<file path="config.mk">
export PLATFORM = sky130hd
export DESIGN_NAME = tbm_mapper
export DESIGN_NICKNAME = d
export VERILOG_FILES = /design/src/verilog/tbm_pkg.sv /design/src/verilog/tbm_field.sv /design/src/verilog/tbm_mapper.sv
export SDC_FILE = /design/constraint.sdc
export NUM_CORES = 1
export LEC_CHECK = 0
export BUFFER_PORTS_ARGS = -buffer_cell sky130_fd_sc_hd__buf_2
export CORE_UTILIZATION = 59
export CTS_CLUSTER_DIAMETER = 40
export DETAILED_ROUTE_END_ITERATION = 8
export PLACE_DENSITY = 0.87
export SLEW_MARGIN = 10
export SYNTH_ARGS = -nofsm -noshare
export SYNTH_HDL_FRONTEND = slang
export SYNTH_SLANG_ARGS = --single-unit
</file>
<file path="constraint.sdc">
create_clock -name pclk -period 5.7 [get_ports pclk]
set_input_delay 1.425 -clock pclk [delete_from_list [all_inputs] [get_ports pclk]]
set_output_delay 1.425 -clock pclk [all_outputs]
set_load 0.01 [all_outputs]
</file>
<file path="src/verilog/tbm_pkg.sv">
// Constants and types shared by the two-byte channel value mapper
package tbm_pkg;
    // APB register byte offsets
    localparam logic [7:0] OFF_CTRL = 8'h00;
    localparam logic [7:0] OFF_FIELD = 8'h04;
    localparam logic [7:0] OFF_REF = 8'h08;
    localparam logic [7:0] OFF_VHI = 8'h0c;
    localparam logic [7:0] OFF_VEQ = 8'h10;
    localparam logic [7:0] OFF_VLO = 8'h14;
    localparam logic [7:0] OFF_STAT = 8'h18;
    localparam logic [7:0] OFF_WORD = 8'h1c;
    localparam logic [7:0] OFF_OBJ = 8'h20;
    // Control field positions
    localparam int CTRL_EN = 0;
    localparam int CTRL_DIR = 1;
    localparam int CTRL_TYPE_LSB = 2;
    localparam int CTRL_AREA = 4;
    localparam int CTRL_RDFN = 5;
    localparam int CTRL_ACT_HI = 6;
    localparam int CTRL_ACT_EQ = 7;
    localparam int CTRL_ACT_LO = 8;
    localparam int FIELD_OFS_LSB = 8;
    // Reset values
    localparam logic [31:0] CTRL_RST = 32'h0000_0000;
    localparam logic [4:0] WIDTH_RST = 5'h10;
    localparam logic [3:0] OFS_RST = 4'h0;
    // Modbus function codes
    localparam logic [7:0] FC_READ_HOLD = 8'h03;
    localparam logic [7:0] FC_READ_INPUT = 8'h04;
    localparam logic [7:0] FC_WRITE_SINGLE = 8'h06;
    // Register width
    localparam int REG_W = 16;
    // Channel types
    typedef enum logic [1:0] {
        TY_CONFIGURED = 2'b00,
        TY_UNSIGNED = 2'b01,
        TY_SIGNED = 2'b10
    } tbm_type_t;
    // Sequencer states
    typedef enum logic [1:0] {
        ST_IDLE = 2'b00,
        ST_REQ = 2'b01,
        ST_WAIT = 2'b10
    } tbm_state_t;
endpackage

</file>
<file path="src/verilog/tbm_field.sv">
// Bit field insert and extract within a 16-bit word register
`timescale 1ns/1ps
`default_nettype none
module tbm_field (
    input wire logic [15:0] word_in, // Register word to read or merge into
    input wire logic [15:0] val_in, // Value to insert
    input wire logic [4:0] width, // Field width in bits
    input wire logic [3:0] ofs, // Field offset from LSB
    output logic [15:0] extract, // Field value right aligned
    output logic [15:0] merged // Word with field replaced
);
    logic [15:0] mask;
    // Mask of width ones; widths above 16 saturate at a full word
    always_comb begin
        mask = (width >= 5'h10) ? 16'hffff : ((16'h0001 << width[3:0]) - 16'h0001);
        extract = (word_in >> ofs) & mask;
        merged = (word_in & ~(mask << ofs)) | ((val_in & mask) << ofs);
    end
endmodule
`default_nettype wire

</file>
<file path="src/verilog/tbm_mapper.sv">
// Two-byte channel value mapper with APB registers
//
// Function
// RQ1: KNX value above reference: nothing or write higher register value.
// RQ2: KNX value equal reference: nothing or write match register value.
// RQ3: KNX value below reference: nothing or write lower register value.
// RQ4: Polled field above reference: nothing or send higher object value.
// RQ5: Polled field equal reference: nothing or send match object value.
// RQ6: Polled field below reference: nothing or send lower object value.
// RQ7: KNX to Modbus updates use write single holding register, code 06.
// RQ8: Modbus to KNX reads use code 03 or 04 as configured.
// RQ9: Unsigned type area is high/low byte pair or configured bit field.
// RQ10: Configured field: width and LSB offset; defaults 16 and 0.
// RQ11: Width and offset ignored when high/low byte pair is chosen.
// RQ12: Software keeps width plus offset at most 16.
// RQ13: Software keeps values within the configured field width.
// RQ14: Signed type always maps onto the full high/low byte pair.
// RQ15: Configured type compares the field at given width and offset.
// RQ16: Every poll cycle re-reads the register and evaluates afterwards.
`timescale 1ns/1ps
`default_nettype none
module tbm_mapper #(
    parameter int ADDR_W = 8 // APB address width
) (
    input wire logic pclk, // APB clock, 20 MHz
    input wire logic presetn, // Async reset, active low
    input wire logic psel, // APB select
    input wire logic penable, // APB enable
    input wire logic pwrite, // APB direction
    input wire logic [ADDR_W-1:0] paddr, // APB byte address
    input wire logic [31:0] pwdata, // APB write data
    output logic [31:0] prdata, // APB read data
    output logic pready, // APB ready
    output logic pslverr, // APB error for unmapped address
    input wire logic knx_valid, // Group value received, one cycle
    input wire logic [15:0] knx_value, // Received group value
    input wire logic poll_tick, // Polling cycle start, one cycle
    output logic mb_req, // Modbus request, held until mb_ack
    output logic [7:0] mb_func, // Modbus function code
    output logic [15:0] mb_wdata, // Word for single register write
    input wire logic mb_ack, // Modbus transaction done, one cycle
    input wire logic [15:0] mb_rdata, // Word read, valid with mb_ack
    output logic obj_send, // Send group object, one cycle
    output logic [15:0] obj_value // Value to send on group object
);
    // ========================================
    // State
    // ========================================
    typedef struct packed {
        logic [31:0] ctrl;
        logic [4:0] width;
        logic [3:0] ofs;
        logic [15:0] ref_val;
        logic [15:0] v_hi;
        logic [15:0] v_eq;
        logic [15:0] v_lo;
        logic [15:0] word;
        logic [15:0] last_obj;
        logic [2:0] cmp_flags;
        logic busy_write;
        tbm_pkg::tbm_state_t st;
        logic [31:0] prdata;
        logic pready;
        logic pslverr;
        logic mb_req;
        logic [7:0] mb_func;
        logic [15:0] mb_wdata;
        logic obj_send;
        logic [15:0] obj_value;
    } tbm_state_s_t;

    tbm_state_s_t s_q, s_d;

    // Outcome of a three-way compare: 2 higher, 1 match, 0 lower
    function automatic logic [2:0] cmp3(input logic [15:0] a, input logic [15:0] b, input logic sgn);
        logic gt;
        gt = sgn ? ($signed(a) > $signed(b)) : (a > b);
        if (a == b) begin
            cmp3 = 3'b010;
        end else if (gt) begin
            cmp3 = 3'b100;
        end else begin
            cmp3 = 3'b001;
        end
    endfunction

    // Field geometry actually used; byte pair forces full word
    logic use_field;
    logic [4:0] eff_w;
    logic [3:0] eff_o;
    logic [15:0] fld_extract_word, fld_merge_word, fld_val, fld_ext, fld_mrg;
    tbm_pkg::tbm_type_t ch_type;
    logic ch_dir;

    always_comb begin
        ch_type = tbm_pkg::tbm_type_t'(s_q.ctrl[tbm_pkg::CTRL_TYPE_LSB +: 2]);
        ch_dir = s_q.ctrl[tbm_pkg::CTRL_DIR];
        // Signed type never uses a field, unsigned only when selected
        use_field = (ch_type == tbm_pkg::TY_CONFIGURED) ||
                    ((ch_type == tbm_pkg::TY_UNSIGNED) && s_q.ctrl[tbm_pkg::CTRL_AREA]); // RQ9 RQ11 RQ14
        eff_w = use_field ? s_q.width : tbm_pkg::WIDTH_RST; // RQ10 RQ15
        eff_o = use_field ? s_q.ofs : tbm_pkg::OFS_RST; // RQ10 RQ15
    end

    // Word being written merges into last known register image
    always_comb begin
        fld_extract_word = mb_rdata;
        fld_merge_word = s_q.word;
        fld_val = 16'h0000;
        if (ch_type == tbm_pkg::TY_CONFIGURED) begin
            case (cmp3(knx_value, s_q.ref_val, 1'b0))
                3'b100: fld_val = s_q.v_hi;
                3'b010: fld_val = s_q.v_eq;
                default: fld_val = s_q.v_lo;
            endcase
        end else begin
            fld_val = knx_value;
        end
    end

    tbm_field u_field (
        .word_in(fld_extract_word),
        .val_in(fld_val),
        .width(eff_w),
        .ofs(eff_o),
        .extract(fld_ext),
        .merged()
    );

    tbm_field u_merge (
        .word_in(fld_merge_word),
        .val_in(fld_val),
        .width(eff_w),
        .ofs(eff_o),
        .extract(),
        .merged(fld_mrg)
    );

    // ========================================
    // Next state
    // ========================================
    logic apb_setup, apb_wr, apb_rd, hit;
    logic [2:0] kc, pc;
    logic k_act;
    logic [15:0] k_word;

    always_comb begin
        s_d = s_q;
        s_d.obj_send = 1'b0;
        apb_setup = psel && !penable;
        apb_wr = psel && penable && pwrite && s_q.pready;
        apb_rd = apb_setup && !pwrite;
        hit = 1'b1;
        kc = cmp3(knx_value, s_q.ref_val, 1'b0);
        pc = cmp3(fld_ext, s_q.ref_val, 1'b0);
        k_act = 1'b0;
        k_word = fld_mrg;

        // APB: no wait state, ready in the first access cycle
        s_d.pready = apb_setup;
        case (paddr[7:0])
            tbm_pkg::OFF_CTRL, tbm_pkg::OFF_FIELD, tbm_pkg::OFF_REF, tbm_pkg::OFF_VHI,
            tbm_pkg::OFF_VEQ, tbm_pkg::OFF_VLO, tbm_pkg::OFF_STAT, tbm_pkg::OFF_WORD,
            tbm_pkg::OFF_OBJ: hit = 1'b1;
            default: hit = 1'b0;
        endcase
        s_d.pslverr = apb_setup && !hit;
        if (apb_rd) begin
            case (paddr[7:0])
                tbm_pkg::OFF_CTRL: s_d.prdata = s_q.ctrl;
                tbm_pkg::OFF_FIELD: s_d.prdata = {20'h0, s_q.ofs, 3'h0, s_q.width};
                tbm_pkg::OFF_REF: s_d.prdata = {16'h0, s_q.ref_val};
                tbm_pkg::OFF_VHI: s_d.prdata = {16'h0, s_q.v_hi};
                tbm_pkg::OFF_VEQ: s_d.prdata = {16'h0, s_q.v_eq};
                tbm_pkg::OFF_VLO: s_d.prdata = {16'h0, s_q.v_lo};
                tbm_pkg::OFF_STAT: s_d.prdata = {27'h0, s_q.st, s_q.cmp_flags};
                tbm_pkg::OFF_WORD: s_d.prdata = {16'h0, s_q.word};
                tbm_pkg::OFF_OBJ: s_d.prdata = {16'h0, s_q.last_obj};
                default: s_d.prdata = 32'h0000_0000;
            endcase
        end else if (apb_setup) begin
            s_d.prdata = 32'h0000_0000;
        end
        // Writes land at the access edge while pready is high
        if (apb_wr) begin
            case (paddr[7:0])
                tbm_pkg::OFF_CTRL: s_d.ctrl = {23'h0, pwdata[8:0]};
                tbm_pkg::OFF_FIELD: begin
                    s_d.width = pwdata[4:0];
                    s_d.ofs = pwdata[tbm_pkg::FIELD_OFS_LSB +: 4];
                end
                tbm_pkg::OFF_REF: s_d.ref_val = pwdata[15:0];
                tbm_pkg::OFF_VHI: s_d.v_hi = pwdata[15:0];
                tbm_pkg::OFF_VEQ: s_d.v_eq = pwdata[15:0];
                tbm_pkg::OFF_VLO: s_d.v_lo = pwdata[15:0];
                default: begin
                end
            endcase
        end

        // Sequencer
        unique case (s_q.st)
            tbm_pkg::ST_IDLE: begin
                if (s_q.ctrl[tbm_pkg::CTRL_EN] && !ch_dir && knx_valid) begin
                    // Configured type writes only on a selected outcome
                    if (ch_type == tbm_pkg::TY_CONFIGURED) begin
                        s_d.cmp_flags = kc;
                        unique case (kc)
                            3'b100: k_act = s_q.ctrl[tbm_pkg::CTRL_ACT_HI]; // RQ1
                            3'b010: k_act = s_q.ctrl[tbm_pkg::CTRL_ACT_EQ]; // RQ2
                            default: k_act = s_q.ctrl[tbm_pkg::CTRL_ACT_LO]; // RQ3
                        endcase
                    end else begin
                        k_act = 1'b1; // RQ14
                    end
                    if (k_act) begin
                        s_d.word = k_word;
                        s_d.mb_wdata = k_word;
                        s_d.mb_func = tbm_pkg::FC_WRITE_SINGLE; // RQ7
                        s_d.mb_req = 1'b1;
                        s_d.busy_write = 1'b1;
                        s_d.st = tbm_pkg::ST_WAIT;
                    end
                end else if (s_q.ctrl[tbm_pkg::CTRL_EN] && ch_dir && poll_tick) begin
                    // Each poll issues a fresh read
                    s_d.mb_func = s_q.ctrl[tbm_pkg::CTRL_RDFN] ? tbm_pkg::FC_READ_INPUT
                                                               : tbm_pkg::FC_READ_HOLD; // RQ8 RQ16
                    s_d.mb_req = 1'b1;
                    s_d.busy_write = 1'b0;
                    s_d.st = tbm_pkg::ST_WAIT;
                end
            end
            tbm_pkg::ST_WAIT: begin
                if (mb_ack) begin
                    s_d.mb_req = 1'b0;
                    s_d.st = tbm_pkg::ST_IDLE;
                    if (!s_q.busy_write) begin
                        s_d.word = mb_rdata;
                        // Evaluate right after the read completes
                        if (ch_type == tbm_pkg::TY_CONFIGURED) begin
                            s_d.cmp_flags = pc; // RQ16
                            unique case (pc)
                                3'b100: begin
                                    s_d.obj_send = s_q.ctrl[tbm_pkg::CTRL_ACT_HI]; // RQ4
                                    s_d.obj_value = s_q.v_hi;
                                end
                                3'b010: begin
                                    s_d.obj_send = s_q.ctrl[tbm_pkg::CTRL_ACT_EQ]; // RQ5
                                    s_d.obj_value = s_q.v_eq;
                                end
                                default: begin
                                    s_d.obj_send = s_q.ctrl[tbm_pkg::CTRL_ACT_LO]; // RQ6
                                    s_d.obj_value = s_q.v_lo;
                                end
                            endcase
                        end else begin
                            s_d.obj_send = 1'b1;
                            s_d.obj_value = fld_ext; // RQ9 RQ14
                        end
                    end
                end
            end
            default: begin
                s_d.mb_req = 1'b0;
                s_d.st = tbm_pkg::ST_IDLE;
            end
        endcase
        // Object value only moves with a send, so a silent outcome keeps it
        if (s_d.obj_send) begin
            s_d.last_obj = s_d.obj_value;
        end else begin
            s_d.obj_value = s_q.obj_value;
        end
    end

    // ========================================
    // Registers
    // ========================================
    // Reset to constants only; field defaults to full word
    always_ff @(posedge pclk or negedge presetn) begin
        if (!presetn) begin
            s_q <= '0;
            s_q.ctrl <= tbm_pkg::CTRL_RST;
            s_q.width <= tbm_pkg::WIDTH_RST; // RQ10
            s_q.ofs <= tbm_pkg::OFS_RST;
            s_q.st <= tbm_pkg::ST_IDLE;
        end else begin
            s_q <= s_d;
        end
    end

    // Outputs straight from flip-flops
    assign prdata = s_q.prdata;
    assign pready = s_q.pready;
    assign pslverr = s_q.pslverr;
    assign mb_req = s_q.mb_req;
    assign mb_func = s_q.mb_func;
    assign mb_wdata = s_q.mb_wdata;
    assign obj_send = s_q.obj_send;
    assign obj_value = s_q.obj_value;
endmodule
`default_nettype wire

</file>
==> impl_metrics.ini <==
[sta]
fin_worst_skew_ns = 0.0134
slew_viol_final = 0
slew_headroom = 0.195
finalHoldViolations = 0
layout_min_cycle_time_ns = 5.55
setup_viol = 0
fin_crit_sh = 0.974
fin_tns_setup_ns = 0
rsz0062_at_grt = no
fmax_mhz = 180
finalWorstSetupSlack_ns = 0.148
worst_slew_pin_slew_ns = 1.21

[setup_path]
start_kind = register
rrSetupSlack_ns = 0.15
slowest_stage = nor4_1
crit_path_max_fanout = 12
cp_cell_sequence = nor4_1 > nor3_1 > ha_1 > buf_4 > or4_1 > a21boi_0 > a211o_1 > and2_1 > ha_1 > o21ai_0 > a21oi_1 > o31ai_1 > nand2_1 > nand2_1 > a31oi_1 > a21oi_1 > o21ai_0
reg2reg_from = s_q[182]$_DFFE_PN0P_
end_kind = register
critPathMaxStageDelay_ns = 0.98
r2r-end = obj_value[2]$_DFFE_PN0P_
worstPathRequired_ns = 5.99
cp.arrival_ns = 5.84
rr_worst_depth = 17
crit_type = reg -> reg

[placed_design]
io_buffers = 118
placed_cell_area_um2 = 12300
dp_hpwl_mm = 36.1
gp_congestion = 1.03
post-place-cells = 1656
place_ws_ns = 0.456

[yosys]
synth_cell_types = 85
syn_inst = 1360
ys_seq_area_frac = 0.338
ys_ff_latch = 158
synth_area_um2 = 11700
ys.flop_type = dfrtp_1
syn_avg_cell_area_um2 = 8.59
synth_edf_count = 0
synth_warnings = 0
async_flop_share = 1.00

[clock_network]
htreeDepth = 4
clk_pin_slew_worst_paths_ns = 0.07
postCtsHoldBufs = 0
insertion_delay_ns = 0.44
cts.sink_count = 158
root_buffer = clkbuf_16
post_cts_buffers = 0
cts_resized = 0
cts_tree = yes
clockBufferDepth = 2
cts_buffers = 17

[floorplanning]
core_um2 = 19500
fp.dieH_um = 143
die_w_um = 143
dieArea_um2 = 20400
initial_utilization = 0.601
rows = 51
ios = 156

[cells_and_area]
register_area_um2 = 3960
final_area_um2 = 12900
nFillCells = 1598
syn_to_final_growth_pct = 10.3
n_antenna_cell = 0
drive_above_1_share = 0.242
stdcell_count = 1687
final_nets = 1523
multi_input_area_um2 = 6830
final_common_cell = nand2_1
final_cell_mix = 206 x nand2_1, 157 x dfrtp_1, 117 x buf_2, 91 x mux2_2, 90 x o21ai_0

[route]
post-route-drc-count = 0
wl_per_cell_um = 27.9
drtAntennaViolNets = 0
drt_iter0_drc = 1442
dr_total_vias = 11714
routed_wl_mm = 47.1
first_pass_iters = 7
routed_via_density = 6.94

[power]
p_per_area_nw_per_um2 = 214
p_leak_nw = 6.21
power_mw = 2.76
ir_worst_vdd_mv = 0.241

[outcome]
status = complete, no violations

[global_routing]
grt_max_degree = 86
overflow = 0
grt_pass1_wl_mm = 69.0
grt_usage = 0.469
grt_pass1_vias = 10712
antenna_found_initial = 0

[worst_hold_path]
hold_start = mb_wdata[8]$_DFFE_PN0P_
hold-path-cell-count = 2
min_to = mb_wdata[8]$_DFFE_PN0P_
hold_path_class = reg -> reg

[run]
maxCapViolCount = 0
## layer usage
metal	vias up	track usage	part of all wire
li1	5063	-	-
met1	5584	0.606	0.38
met5	-	0	0
met2	877	0.713	0.44
met3	190	0.106	0.11
met4	0	0.294	0.068
## logic make-up after synthesis
family / share of synthesized area
simple gates: 0.178
compound gates: 0.250
buf+inv: 0.0856
flops: 0.338
mux: 0.111
fa+ha+maj: 0.0353
xor+xnor: 0.00150
other cells: 0.000321
## registers in the layout (all words and copies together) (netlist names)
signal          cells
ch_dir              1
ch_type             2
fld_merge_word     16
mb_func             3
mb_req              1
mb_wdata           16
obj_send            1
obj_value          16
prdata             16
pready              1
pslverr             1
s_q                84
## worst max path at each step
stage / start / end / cells past startpoint
5_1_grt: s_q[182]$_DFFE_PN0P_ / obj_value[2]$_DFFE_PN0P_ / 17
4_1_cts: s_q[182]$_DFFE_PN0P_ / obj_value[2]$_DFFE_PN0P_ / 17
6_report: s_q[182]$_DFFE_PN0P_ / obj_value[2]$_DFFE_PN0P_ / 17
2_1_floorplan: s_q[183]$_DFFE_PN0P_ / obj_value[13]$_DFFE_PN0P_ / 19
3_3_place_gp: s_q[182]$_DFFE_PN0P_ / obj_value[2]$_DFFE_PN0P_ / 17
3_5_place_dp: s_q[182]$_DFFE_PN0P_ / obj_value[2]$_DFFE_PN0P_ / 17
## Yosys cell counts (all sizes together) (6+ instances only)
library cell	n	share of area
a211o	6	0.0045
a211oi	11	0.0075
a21o	24	0.015
a21oi	86	0.037
a221oi	19	0.015
a222oi	18	0.015
a22oi	23	0.015
a31o	12	0.0090
a31oi	28	0.015
and3	34	0.019
buf	87	0.053
clkbuf	73	0.023
dfrtp	157	0.34
ha	33	0.035
inv	30	0.0096
mux2	91	0.088
mux2i	20	0.017
nand2	206	0.066
nand2b	6	0.0032
nand3	28	0.012
nand4	13	0.0082
nor2	78	0.025
nor2b	6	0.0032
nor3	22	0.0094
nor4	9	0.0079
o211ai	19	0.013
o21a	14	0.0090
o21ai	108	0.048
o31ai	6	0.0062
or3	8	0.0047
## worst max-delay path, delay by kind of cell, from the launching register on
kind / cells / cell delay, ns
buffers and inverters: 1 / 0.20
AO/OA/AOI/OAI: 8 / 1.91
flip-flops: 1 / 0.40
adder cells (fa/ha/maj): 2 / 0.57
AND/OR/NAND/NOR: 6 / 2.29
## per-stage QoR
| stage | hold slack, ns | util |
|---|---|---|
| floorplan | 0.448 | - |
| global placement | 0.457 | 0.631 |
| detailed placement | 0.459 | 0.631 |
| CTS | 0.476 | 0.662 |
| global route | 0.497 | 0.662 |
| finish | 0.474 | 0.662 |
## power breakdown
group          leakage (nW)  internal [mW]  switching [mW]
logic                  3.73          0.114           0.236
clock network         0.301          0.706           0.543
registers              2.18           1.13          0.0225
## area by class of cell
class,instances,share of cell area
Multi-Input combinational cell,1032,0.530
Sequential cell,158,0.307
Timing Repair Buffer,171,0.0810
Clock buffer,17,0.0330
Tap cell,265,0.0257
Clock inverter,14,0.0151
Inverter,30,0.00873
No activity file was read; power rests on OpenSTA's default activity.
